**src/rtl/afe_spi_pkg.sv**
```systemverilog
// shared constants, field layout and types of the serial register interface
package afe_spi_pkg;
  localparam int          REG_W      = 24;
  localparam int          IDX_W      = 5;
  localparam int          N_REGS     = 32;
  localparam int          FRAME_MAX  = 32;
  // register indices
  localparam logic [4:0]  IDX_LAST_ADC = 5'h07;
  localparam logic [4:0]  IDX_FIRST_WR = 5'h08;
  localparam logic [4:0]  IDX_MOD      = 5'h08;
  localparam logic [4:0]  IDX_COMM     = 5'h0C;
  localparam logic [4:0]  IDX_LOCK     = 5'h1F;
  // comm_status_reg field positions
  localparam int          RD_LOOP_HI  = 23;
  localparam int          RD_LOOP_LO  = 22;
  localparam int          WR_LOOP_BIT = 21;
  localparam int          WIDTH_HI    = 20;
  localparam int          WIDTH_LO    = 19;
  localparam int          CRC_RD_BIT  = 18;
  localparam int          CRC_IRQ_BIT = 17;
  // lock/checksum register: key byte on top, checksum in the low 16 bits
  localparam int          LOCK_HI     = 23;
  localparam int          LOCK_LO     = 16;
  localparam logic [23:0] LOCK_MASK   = 24'hFF0000;
  localparam logic [7:0]  LOCK_KEY    = 8'hA5;
  // reset values
  localparam logic [23:0] COMM_RESET  = 24'hA80000;
  localparam logic [23:0] LOCK_RESET  = 24'hA50000;
  localparam logic [23:0] ZERO_RESET  = 24'h000000;
  // loop and width encodings
  localparam logic [1:0]  LOOP_STATIC = 2'h0;
  localparam logic [1:0]  LOOP_GROUPS = 2'h1;
  localparam logic [1:0]  LOOP_TYPES  = 2'h2;
  localparam logic [1:0]  LOOP_FULL   = 2'h3;
  localparam logic [1:0]  WIDTH_16    = 2'h0;
  localparam logic [1:0]  WIDTH_24    = 2'h1;
  localparam logic [5:0]  LEN_CMD     = 6'h08;
  localparam logic [5:0]  LEN_16      = 6'h10;
  localparam logic [5:0]  LEN_24      = 6'h18;
  localparam logic [5:0]  LEN_32      = 6'h20;
  localparam logic [15:0] CRC_POLY    = 16'h8005;
  localparam logic [15:0] CRC_SEED    = 16'h0000;

  typedef enum logic [2:0] {
    ST_IDLE, ST_CMD, ST_READ, ST_WRITE, ST_SKIP
  } spiState_t;

  typedef struct packed {
    logic [4:0]  idx;
    logic [23:0] data;
  } wrReq_t;
endpackage

```
**src/rtl/afe_two_entry_buf.sv**
```systemverilog
// small ring buffer with valid/ready on both sides
`timescale 1ns/1ps
module afe_two_entry_buf #(
  parameter int W     = 29,
  parameter int DEPTH = 2
) (
  input  wire logic         clk,
  input  wire logic         arst_n,
  input  wire logic         inValid,
  output logic              inReady,
  input  wire logic [W-1:0] inData,
  output logic              outValid,
  input  wire logic         outReady,
  output logic [W-1:0]      outData
);
  localparam int PW = $clog2(DEPTH) + 1;
  logic [W-1:0]  store_r [DEPTH];
  logic [PW-1:0] count_r;
  logic [PW-2:0] head_r;
  logic [PW-2:0] tail_r;
  logic          push;
  logic          pop;

  // honest full/empty straight from the fill count
  assign inReady  = (count_r != PW'(DEPTH));
  assign outValid = (count_r != '0);
  assign outData  = store_r[head_r];
  assign push     = inValid && inReady;
  assign pop      = outValid && outReady;

  // pointers and fill count
  always_ff @(posedge clk or negedge arst_n) begin
    if (!arst_n) begin
      count_r <= '0;
      head_r  <= '0;
      tail_r  <= '0;
    end else begin
      if (push) begin
        tail_r <= (tail_r == (PW-1)'(DEPTH-1)) ? '0 : tail_r + 1'b1;
      end
      if (pop) begin
        head_r <= (head_r == (PW-1)'(DEPTH-1)) ? '0 : head_r + 1'b1;
      end
      count_r <= count_r + PW'(push) - PW'(pop);
    end
  end

  // storage needs no reset, contents are qualified by the count
  always_ff @(posedge clk) begin
    if (push) begin
      store_r[tail_r] <= inData;
    end
  end
endmodule

```
**src/rtl/afe_reg_file.sv**
```systemverilog
// register map storage with two registered read ports and one write port
`timescale 1ns/1ps
module afe_reg_file (
  input  wire logic                   clk,
  input  wire logic                   arst_n,
  input  wire logic                   wrValid,
  output logic                        wrReady,
  input  wire afe_spi_pkg::wrReq_t    wrReq,
  input  wire logic [4:0]             rdIdxA,
  output logic [23:0]                 rdDataA,
  input  wire logic [4:0]             rdIdxB,
  output logic [23:0]                 rdDataB,
  output logic [23:0]                 commReg,
  output logic [7:0]                  lockKey
);
  logic [23:0] mem_r [afe_spi_pkg::N_REGS];

  function automatic logic [23:0] resetVal(input int i);
    if (i == int'(afe_spi_pkg::IDX_COMM)) begin
      return afe_spi_pkg::COMM_RESET;
    end else if (i == int'(afe_spi_pkg::IDX_LOCK)) begin
      return afe_spi_pkg::LOCK_RESET;
    end
    return afe_spi_pkg::ZERO_RESET;
  endfunction

  // hold off a write to the word the checksum walker is reading, so a
  // word is not written in the same clock it is read; the write lands one clock later
  assign wrReady = !(wrValid && (wrReq.idx == rdIdxB));
  assign commReg = mem_r[afe_spi_pkg::IDX_COMM];
  assign lockKey =
    mem_r[afe_spi_pkg::IDX_LOCK][afe_spi_pkg::LOCK_HI:afe_spi_pkg::LOCK_LO];

  // storage, restored to power-up values by the master reset
  always_ff @(posedge clk or negedge arst_n) begin
    if (!arst_n) begin
      for (int i = 0; i < afe_spi_pkg::N_REGS; i++) begin
        mem_r[i] <= resetVal(i);
      end
    end else if (wrValid && wrReady) begin
      if (wrReq.idx == afe_spi_pkg::IDX_LOCK) begin
        mem_r[wrReq.idx] <= wrReq.data & afe_spi_pkg::LOCK_MASK;
      end else begin
        mem_r[wrReq.idx] <= wrReq.data;
      end
    end
  end

  // registered read ports
  always_ff @(posedge clk or negedge arst_n) begin
    if (!arst_n) begin
      rdDataA <= '0;
      rdDataB <= '0;
    end else begin
      rdDataA <= mem_r[rdIdxA];
      rdDataB <= mem_r[rdIdxB];
    end
  end
endmodule

```
**src/rtl/afe_spi_regif.sv**
```systemverilog
// serial register interface slave of the front end, with lock and checksums
`timescale 1ns/1ps
// Notes on behaviour
// - works in clock modes 0,0 and 1,1; clock idles low or high
// - output changes on falling clock edges, input captured on rising edges
// - serial pins are asynchronous; every crossing is synchronised
// - select falling starts a transaction; select rising aborts and resets
// - select high: output tri-stated, clock and data ignored
// - master reset pin restores every power-up default
// - command byte: two chip bits, five index bits, direction bit lowest
// - index picks one of thirty-two whole registers
// - output stays tri-stated throughout the command byte
// - act only when the chip bits match our identifier, default 01
// - register frames are 16, 24 or 32 bits, chosen by format field
// - reads continue past the first register while select stays low
// - two-bit read-loop field chooses one of four address advances
// - writes continue, index advanced or held by the write-loop bit
// - output stays tri-stated during any write transaction
// - writes to read-only or undefined indices change nothing, hold address
// - writes other than to the lock register are refused unless the lock key holds A5
// - background checksum over writable registers except modulator output
// - checksum change with interrupt enabled pulls sample-ready low
// - optional checksum appended after each read sequence
// - auto address wraps to the set's first location at its end
// - read loop 00 static, 01 groups, 10 types, 11 full map
// - serial input after the command byte is ignored during reads
// - with the key not A5 only the lock register stays writable
module afe_spi_regif #(
  parameter logic [1:0] CHIP_ID = 2'h1
) (
  input  wire logic        clk,
  input  wire logic        arst_n,
  input  wire logic        csPin_n,
  input  wire logic        sckPin,
  input  wire logic        sdiPin,
  output logic             sdo,
  output logic             sdoOe,
  output logic             sample_ready_n,
  output logic [15:0]      configCrc
);
  import afe_spi_pkg::*;
  // ==========================================================
  // helpers
  function automatic logic [15:0] crcBit(input logic [15:0] c,
                                         input logic b);
    return {c[14:0], 1'b0} ^ ((c[15] ^ b) ? CRC_POLY : 16'h0000);
  endfunction

  function automatic logic [5:0] frameLen(input logic [1:0] w);
    return (w == WIDTH_16) ? LEN_16 : (w == WIDTH_24) ? LEN_24 : LEN_32;
  endfunction

  function automatic logic [4:0] nextAddr(input logic [4:0] a,
                                          input logic [1:0] m);
    case (m)
      LOOP_STATIC: return a;
      LOOP_GROUPS: return {a[4:1], ~a[0]};
      LOOP_TYPES:  return (a == IDX_LAST_ADC) ? 5'h00 :
                          (a == IDX_LOCK) ? IDX_FIRST_WR : 5'(a + 5'h01);
      default:     return 5'(a + 5'h01);
    endcase
  endfunction

  function automatic logic setEnd(input logic [4:0] a, input logic [1:0] m);
    case (m)
      LOOP_STATIC: return 1'b1;
      LOOP_GROUPS: return a[0];
      LOOP_TYPES:  return (a == IDX_LAST_ADC) || (a == IDX_LOCK);
      default:     return a == IDX_LOCK;
    endcase
  endfunction

  // ==========================================================
  // pin synchronisers and edge detection
  logic [2:0]  csSync_r;
  logic [2:0]  sckSync_r;
  logic [1:0]  sdiSync_r;
  // stage 0 feeds stage 1 only; edges compare stages 1 and 2
  always_ff @(posedge clk or negedge arst_n) begin
    if (!arst_n) begin
      csSync_r  <= 3'h7;
      sckSync_r <= 3'h0;
      sdiSync_r <= 2'h0;
    end else begin
      csSync_r  <= {csSync_r[1:0], csPin_n};
      sckSync_r <= {sckSync_r[1:0], sckPin};
      sdiSync_r <= {sdiSync_r[0], sdiPin};
    end
  end
  logic csHigh;
  logic csRise;
  logic csFall;
  logic sckRise;
  logic sckFall;
  logic sdiBit;
  assign csHigh  = csSync_r[1];
  assign csRise  = csSync_r[1] && !csSync_r[2];
  assign csFall  = !csSync_r[1] && csSync_r[2];
  // either idle level works: only edges count
  assign sckRise = sckSync_r[1] && !sckSync_r[2] && !csHigh;
  assign sckFall = !sckSync_r[1] && sckSync_r[2] && !csHigh;
  assign sdiBit  = sdiSync_r[1];

  // ==========================================================
  // register map, write buffer and configuration fields
  logic [23:0] rdDataA;
  logic [23:0] rdDataB;
  logic [23:0] commReg;
  logic [7:0]  lockKey;
  logic [4:0]  crcIdx_r;
  logic        bufInValid;
  logic        bufInReady;
  wrReq_t      bufIn;
  logic        memWrValid;
  logic        memWrReady;
  wrReq_t      memWrReq;
  logic [4:0]  addr_r;

  afe_two_entry_buf #(.W($bits(wrReq_t)), .DEPTH(2)) afe_two_entry_buf_i (
    .clk      (clk),
    .arst_n   (arst_n),
    .inValid  (bufInValid),
    .inReady  (bufInReady),
    .inData   (bufIn),
    .outValid (memWrValid),
    .outReady (memWrReady),
    .outData  (memWrReq)
  );

  afe_reg_file afe_reg_file_i (
    .clk     (clk),
    .arst_n  (arst_n),
    .wrValid (memWrValid),
    .wrReady (memWrReady),
    .wrReq   (memWrReq),
    .rdIdxA  (addr_r),
    .rdDataA (rdDataA),
    .rdIdxB  (crcIdx_r),
    .rdDataB (rdDataB),
    .commReg (commReg),
    .lockKey (lockKey)
  );

  logic [1:0] rdLoop;
  logic [1:0] wrLoop;
  logic [1:0] width;
  logic [5:0] dataLen;
  assign rdLoop  = commReg[RD_LOOP_HI:RD_LOOP_LO];
  assign wrLoop  = commReg[WR_LOOP_BIT] ? LOOP_TYPES : LOOP_STATIC;
  assign width   = commReg[WIDTH_HI:WIDTH_LO];
  assign dataLen = frameLen(width);

  // ==========================================================
  // transaction sequencer
  spiState_t   state_r;
  logic [5:0]  bitCnt_r;
  logic [31:0] rxShift_r;
  logic [31:0] rxWord;
  logic [7:0]  cmdByte;
  logic        lastBit;
  logic        canWrite;
  logic        sendCrc_r;
  logic        crcNext_r;
  logic        loadPend_r;
  assign rxWord  = {rxShift_r[30:0], sdiBit}; // msb arrives first
  assign cmdByte = rxWord[7:0];
  assign lastBit = (bitCnt_r == ((state_r == ST_CMD) ? LEN_CMD :
                    sendCrc_r ? LEN_16 : dataLen) - 6'h01);
  // only configuration indices, and only the key once locked
  assign canWrite = (addr_r >= IDX_FIRST_WR) &&
                    ((lockKey == LOCK_KEY) || (addr_r == IDX_LOCK));
  // a frame is stored only once complete; cut frames never reach here
  assign bufInValid = (state_r == ST_WRITE) && sckRise && lastBit &&
                      canWrite;
  assign bufIn.idx  = addr_r;
  assign bufIn.data = (width == WIDTH_16) ? {rxWord[15:0], 8'h00} :
                      (width == WIDTH_24) ? rxWord[23:0] : rxWord[31:8];

  // state, bit count and address pointer; select rising wins
  always_ff @(posedge clk or negedge arst_n) begin
    if (!arst_n) begin
      state_r    <= ST_IDLE;
      bitCnt_r   <= '0;
      rxShift_r  <= '0;
      addr_r     <= '0;
      sendCrc_r  <= 1'b0;
      crcNext_r  <= 1'b0;
      loadPend_r <= 1'b0;
    end else if (csRise || csHigh) begin
      state_r    <= ST_IDLE;
      sendCrc_r  <= 1'b0;
      crcNext_r  <= 1'b0;
      loadPend_r <= 1'b0;
    end else if (csFall) begin
      state_r  <= ST_CMD;
      bitCnt_r <= '0;
    end else if (sckRise) begin
      bitCnt_r  <= lastBit ? 6'h00 : 6'(bitCnt_r + 6'h01);
      rxShift_r <= rxWord;
      case (state_r)
        ST_CMD: begin
          if (lastBit) begin
            if (cmdByte[7:6] != CHIP_ID) begin
              state_r <= ST_SKIP;
            end else begin
              addr_r     <= cmdByte[5:1];
              state_r    <= cmdByte[0] ? ST_READ : ST_WRITE;
              loadPend_r <= cmdByte[0];
            end
          end
        end
        ST_READ: begin
          // input bits are shifted but never used here
          if (lastBit) begin
            loadPend_r <= 1'b1;
            if (sendCrc_r) begin
              sendCrc_r <= 1'b0;
            end else begin
              crcNext_r <= commReg[CRC_RD_BIT] && setEnd(addr_r, rdLoop);
              addr_r    <= nextAddr(addr_r, rdLoop);
            end
          end
        end
        ST_WRITE: begin
          // refused writes keep the pointer where it is
          if (lastBit && canWrite) begin
            addr_r <= nextAddr(addr_r, wrLoop);
          end
        end
        default: begin
        end
      endcase
    end else if (sckFall && loadPend_r) begin
      loadPend_r <= 1'b0;
      sendCrc_r  <= crcNext_r;
      crcNext_r  <= 1'b0;
    end
  end

  // ==========================================================
  // serial output path: loaded and shifted on falling edges only
  logic [31:0] txShift_r;
  logic [15:0] txCrc_r;
  logic [23:0] rdWord;
  logic [31:0] txWord;
  logic        readsLock;
  assign readsLock = (addr_r == IDX_LOCK);
  assign rdWord = readsLock ? {lockKey, configCrc} : rdDataA;
  // the checksum frame goes out ahead of the next register when it is due
  assign txWord = crcNext_r ? {txCrc_r, 16'h0000} :
                  (width == WIDTH_16) ? {rdWord[23:8], 16'h0000} :
                  (width == WIDTH_24) ? {rdWord, 8'h00} : {rdWord, 8'h00};

  always_ff @(posedge clk or negedge arst_n) begin
    if (!arst_n) begin
      txShift_r <= '0;
      txCrc_r   <= CRC_SEED;
      sdo       <= 1'b0;
      sdoOe     <= 1'b0;
    end else if (csRise || csHigh || state_r != ST_READ) begin
      sdoOe   <= 1'b0;
      txCrc_r <= CRC_SEED;
    end else if (sckFall) begin
      sdoOe <= 1'b1;
      if (loadPend_r) begin
        txShift_r <= txWord;
        sdo       <= txWord[31];
        txCrc_r   <= crcNext_r ? CRC_SEED : crcBit(txCrc_r, txWord[31]);
      end else begin
        txShift_r <= {txShift_r[30:0], 1'b0};
        sdo       <= txShift_r[30];
        txCrc_r   <= sendCrc_r ? txCrc_r : crcBit(txCrc_r, txShift_r[30]);
      end
    end
  end

  // ==========================================================
  // background configuration checksum, one word per clock
  logic [4:0]  crcIdxD_r;
  logic [15:0] crcRun_r;
  logic        crcPassed_r;
  logic        crcFlag_r;
  logic [15:0] crcWord;
  logic        crcTake;
  logic        flagSet;
  logic        flagClr;
  always_comb begin
    crcWord = crcRun_r;
    for (int i = REG_W - 1; i >= 0; i--) begin
      crcWord = crcBit(crcWord, rdDataB[i]);
    end
  end
  assign crcTake = (crcIdxD_r >= IDX_FIRST_WR) && (crcIdxD_r != IDX_MOD);
  assign flagSet = (crcIdxD_r == IDX_LOCK) && crcPassed_r &&
                   (crcWord != configCrc) && commReg[CRC_IRQ_BIT];
  // reading the checksum acknowledges the alert
  assign flagClr = (state_r == ST_READ) && sckFall && loadPend_r &&
                   readsLock && !crcNext_r;

  always_ff @(posedge clk or negedge arst_n) begin
    if (!arst_n) begin
      crcIdx_r    <= '0;
      crcIdxD_r   <= '0;
      crcRun_r    <= CRC_SEED;
      configCrc   <= CRC_SEED;
      crcPassed_r <= 1'b0;
    end else begin
      crcIdx_r  <= 5'(crcIdx_r + 5'h01);
      crcIdxD_r <= crcIdx_r;
      if (crcIdxD_r == IDX_LOCK) begin
        configCrc   <= crcWord;
        crcRun_r    <= CRC_SEED;
        crcPassed_r <= 1'b1;
      end else if (crcTake) begin
        crcRun_r <= crcWord;
      end
    end
  end

  // alert flag: a new event wins over a same-cycle acknowledge
  always_ff @(posedge clk or negedge arst_n) begin
    if (!arst_n) begin
      crcFlag_r      <= 1'b0;
      sample_ready_n <= 1'b1;
    end else begin
      crcFlag_r      <= flagSet || (crcFlag_r && !flagClr);
      sample_ready_n <= !crcFlag_r;
    end
  end
endmodule

```
**config.mk**
```make
export PLATFORM = sky130hd
export DESIGN_NAME = afe_spi_regif
export DESIGN_NICKNAME = d
export VERILOG_FILES = /design/src/rtl/afe_spi_pkg.sv /design/src/rtl/afe_two_entry_buf.sv /design/src/rtl/afe_reg_file.sv /design/src/rtl/afe_spi_regif.sv
export SDC_FILE = /design/constraint.sdc
export NUM_CORES = 2
export LEC_CHECK = 0
export BUFFER_PORTS_ARGS = -buffer_cell sky130_fd_sc_hd__buf_2
export CORE_UTILIZATION = 45
export DETAILED_ROUTE_END_ITERATION = 7
export HOLD_SLACK_MARGIN = 0.12
export MAX_ROUTING_LAYER = met4
export SLEW_MARGIN = 40
export SYNTH_ARGS = -nofsm -noshare
export SYNTH_HDL_FRONTEND = slang
export SYNTH_HIERARCHICAL = 1
export SYNTH_SLANG_ARGS = --single-unit
export TNS_END_PERCENT = 1
```
**constraint.sdc**
```tcl
create_clock -name clk -period 6.05 [get_ports clk]
set_input_delay 0.605 -clock clk [delete_from_list [all_inputs] [get_ports clk]]
set_output_delay 0.605 -clock clk [all_outputs]
set_load 0.1 [all_outputs]
```
== After elaboration in Yosys (flattened, before gate mapping) ==
Memory sizes are Yosys's and may differ from the RTL's.
Cells that the tools add are included.
Cells by class
  add/subtract/negate cells: 8
  order comparisons: 6
  equality and inequality tests: 38
  multiplexer cells: 109
  bitwise logic cells: 59
  reductions and logical operators: 61
Operators with widths (count)
  $bwmux 768: 2
  $mux 768: 1
  $mux 16: 34
  $xor 16x16->16: 26
  $bmux 24 s5: 2
  $mux 24: 8
  $demux 24 s5: 1
  $pmux 5 s3: 3
  $mux 6: 7
  $mux 5: 7
  $mux 1: 33
  $mux 32: 1
  $mux 31: 1
  $logic_and 1x1->1: 26
  $xor 1x1->1: 26
  $ge 6x6->1 const B: 3
  $mux 3: 6
  $ne 2x2->1 const B: 9
  $not 5->6: 3
  $ne 16x16->1: 1
  $eq 5x5->1 const B: 3
  $reduce_bool 3->1: 5
  $reduce_and 13->1: 1
  $reduce_and 11->1: 1
  other kinds (36): 71
Storage, ports and cells
  flip-flop bits (word level): 970
  RAM bits: 58
  input port bits: 5
  logic and storage cells: 341
  memories: 1
Memories
  afe_two_entry_buf_i.store_r: depth 2, bits a word 29, rd ports 1, clocked after Yosys merged registers in 0, write ports 1, line afe_two_entry_buf.sv:17  | logic [W-1:0] store_r [DEPTH];

== Logic depth before layout (Yosys ltp) ==
  depth in word-level cells: 76
  depth in mapped cells: 16
  mapped depth without buffers: 13

== Hierarchy ==
Netlist, hierarchy kept.
Modules (own cells, without submodules)
  afe_reg_file: instances 1, cells an instance 4080, area an instance 42762.3 um2
  afe_spi_regif: instances 1, cells an instance 757, area an instance 7763.7 um2
  afe_two_entry_buf: instances 1, cells an instance 112, area an instance 2302.2 um2

== Least setup slack after synthesis ==
OpenSTA, ideal clock, no wires.
  path type: register to register
  start: reg (tool-made name)
  end: mem afe_two_entry_buf_i.store_r[0][0] (enable)
  arrival time: 4.493 ns
  required time: 5.635 ns
  path slack: 1.142 ns
  stages on the path, launching flop included: 14
  path buffers: 3
  clock period less this slack: 4.908 ns
  cells stage by stage: dfstp_2 -> buf_4 -> buf_2 -> nor3b_1 -> nor2_1 -> ha_1 -> xnor2_1 -> or3_1 -> a2111oi_2 -> buf_4 -> nand2_1 -> nor4_1 -> nand2_1 -> nor2_1
RTL lines (line)
  end, declared: afe_two_entry_buf.sv:17

== Final worst setup path ==
  start: reg state_r[0]
  end: mem afe_two_entry_buf_i.store_r[0][0] (enable)
On the way
  cells in the longest elaborated chain, start to end: 9
Ends and longest elaborated chain
  start, declared: line afe_spi_regif.sv:155  | spiState_t state_r;
  start signal, assigned: line afe_spi_regif.sv:207  | state_r <= cmdByte[0] ? ST_READ : ST_WRITE;
  $eq 3x1->1: line afe_spi_regif.sv:167  | assign lastBit = (bitCnt_r == ((state_r == ST_CMD) ? LEN_CMD :
  $mux 6: line afe_spi_regif.sv:167
  $sub 6x1->6: line afe_spi_regif.sv:168  | sendCrc_r ? LEN_16 : dataLen) - 6'h01);
  $eq 6x6->1: line afe_spi_regif.sv:167
  $logic_and 1x1->1 (*) (2 in a row): line afe_spi_regif.sv:173  | assign bufInValid = (state_r == ST_WRITE) && sckRise && lastBit &&
  via bufInValid: line afe_spi_regif.sv:111  | logic bufInValid;
  $logic_and 1x1->1 (*): line afe_two_entry_buf.sv:28  | assign push = inValid && inReady;
  $mux 1 (*): line afe_two_entry_buf.sv:50  | if (push) begin
  $mux 1 (implied by the code) (*): line afe_two_entry_buf.sv:51  | store_r[tail_r] <= inData;
The timed path passes the listed nets; every way through them passes the cells marked *.

==> flow_metrics.env <==
export IMPL_critical_path_top_delay_family="simple AND/OR/NAND/NOR gates"
export IMPL_crit_type="reg2reg"
export IMPL_status="complete, no violations"
export IMPL_crit_slowest_cell="dfrtp_1"
export IMPL_worst_pin_slew_ns=0.889
export IMPL_cp_required_ns=6.39
export IMPL_use_met3=0.0391
export IMPL_grt_total_usage=0.279
export IMPL_core_area_um2=116000
export IMPL_die_w_um=344
export IMPL_min_path_type="in2async"
export IMPL_wirelength_um=160000
export IMPL_antenna_found_initial=6
export IMPL_setup_tns_ns=0
export IMPL_hold_buffers=4
export IMPL_start_util=0.454
export IMPL_drt_pass1_iter_count=6
export IMPL_worst_setup_path_end_kind="flop"
export IMPL_first_global_vias=37100
export IMPL_syn2layout_area_growth_pct=10.3
export IMPL_p_leak_nw=24.1
export IMPL_crit_arrival_ns=4.57
export IMPL_ios=24
export IMPL_timing_fmax_ghz=0.237
export IMPL_place_ws_ns=1.61
export IMPL_clkSinkCount=1020
export IMPL_cts_buffer_depth=3
export IMPL_final_nets=4764
export IMPL_vias=37700
export IMPL_rsz0062_at_grt="false"
export IMPL_yosysWarnings=6
export IMPL_layoutNonFillerInstCount=6362
export IMPL_cts_tree="done"
export IMPL_finalHoldViolations=0
export IMPL_die_area_um2=118000
export IMPL_dieHeight_um=344
export IMPL_final_util=0.500
export IMPL_grt_max_degree=142
export IMPL_final_setup_worst_slack_ns=1.82
export IMPL_dp_hpwl_um=99700
export IMPL_drc_errors=0
export IMPL_numCtsBuffers=109
export IMPL_cp_start_kind="flop"
export IMPL_drt_iter0_markers=3044
export IMPL_grt_pass1_wl_um=242000
export IMPL_post_synth_cell_area_avg_um2=10.7
export IMPL_drive_above_1_share=0.164
export IMPL_ant_nets=0
export IMPL_io_buffers=23
export IMPL_relSlewSlack=0.405
export IMPL_cp_max_fo=29
export IMPL_crit_path_cell_trace="nor3b_2 -> nor2_1 -> ha_1 -> xnor2_1 -> or3_1 -> a2111oi_2 -> buf_4 -> nand2_1 -> nor4_2 -> nand2_1 -> nor2_2 -> buf_4"
export IMPL_slowest_delay_ns=0.70
export IMPL_path_clk_slew_ns=0.06
export IMPL_grt_use_met2=0.420
export IMPL_netlist_area_um2=52700
export IMPL_clk_latency_ns=0.70
export IMPL_gr_total_overflow=0
export IMPL_cp_num_buf_inv=2
export IMPL_synth_nets=4947
export IMPL_fin_area_um2=58200
export IMPL_viasPerCell=5.92
export IMPL_finalSetupViolCount=0
export IMPL_gr_usage_met1=0.385
export IMPL_place_area_um2=54300
export IMPL_gp_congestion=0.898
export IMPL_power_density_nw_per_um2=242
export IMPL_dp_cells=6153
export IMPL_htreeDepth=3
export IMPL_finalCritPeriodShare=0.699
export IMPL_routedWlPerCell_um=25.2
export IMPL_min_period_ns=4.23
export IMPL_synth_cells=4932
export IMPL_ir_worst_vdd_mv=0.246
export IMPL_rows=125
export IMPL_cts_resized=0
export IMPL_grt_busiest_layer="met2"
export IMPL_fin_worst_skew_ns=0.0319
export IMPL_maxCapViolCount=0
export IMPL_cts_root_buf="clkbuf_16"
export IMPL_final_max_slew_viol_count=0
export IMPL_post_cts_buffers=0
export IMPL_rrSetupSlack_ns=1.82
-- cell type report --
type,count,area [um^2]
antenna,4,10.0
clock buffer,164,3230
clock inverter,32,377
fill,10500,58100
inverter,18,67.6
multi-input combinational,3455,25300
sequential,1020,25800
tap,1524,1910
timing repair buffer,145,1390
-- through the flow --
step / hold WS, ns / power [mW]
2_1_floorplan: 0.309 / 7.14
5_1_grt: 0.279 / 14.5
4_1_cts: 0.249 / 14.2
6_report: 0.295 / 14.1
3_5_place_dp: 0.338 / 7.35
3_3_place_gp: 0.338 / 7.34
-- power breakdown --
part / switching, mW / internal, mW
sequential: 0.0388 / 6.90
clock: 2.84 / 4.00
combinational: 0.211 / 0.0791
-- final timing paths --
path                                   start                           endpoint  depth (start not counted)
worst max-delay path              state_r[0]  afe_two_entry_buf_i/store_r[0][0]                         12
worst min-delay path                  arst_n                       sdiSync_r[0]                          2
worst max register to register    state_r[0]  afe_two_entry_buf_i/store_r[0][0]                         12
worst min register to register  sdiSync_r[0]                       sdiSync_r[1]                          0
max in group asynchronous             arst_n          afe_reg_file_i/mem_r[583]                          6
min in group clk                sdiSync_r[0]                       sdiSync_r[1]                          0
-- routing by layer --
layer	wire length (um)	vias to the layer above
met2	72500	1024
li1	-	17200
met3	8700	270
met1	73800	19100
met4	5290	0
met5	0	-
-- cells in the final DEF (no fill, tap or decap), types with 10 or more instances in the layout --
cell type,n
xnor2_1,55
clkbuf_8,25
mux2_1,10
nand3_1,158
dfstp_2,11
o21ai_0,504
nand2_2,18
mux2_4,66
nand2_1,671
edfxtp_1,58
inv_1,18
o21ai_4,27
clkinv_2,19
buf_12,15
a22o_1,124
nor3_1,52
mux2i_1,825
nor2_1,68
buf_2,22
dfrtp_1,948
a22oi_1,147
clkbuf_1,28
buf_4,93
a31oi_1,50
o31ai_1,10
xor2_1,27
nand2b_1,13
and2_1,18
clkbuf_16,111
a21oi_1,175
nor2b_1,10
mux2_2,307
(Power assumes the default switching activity.)
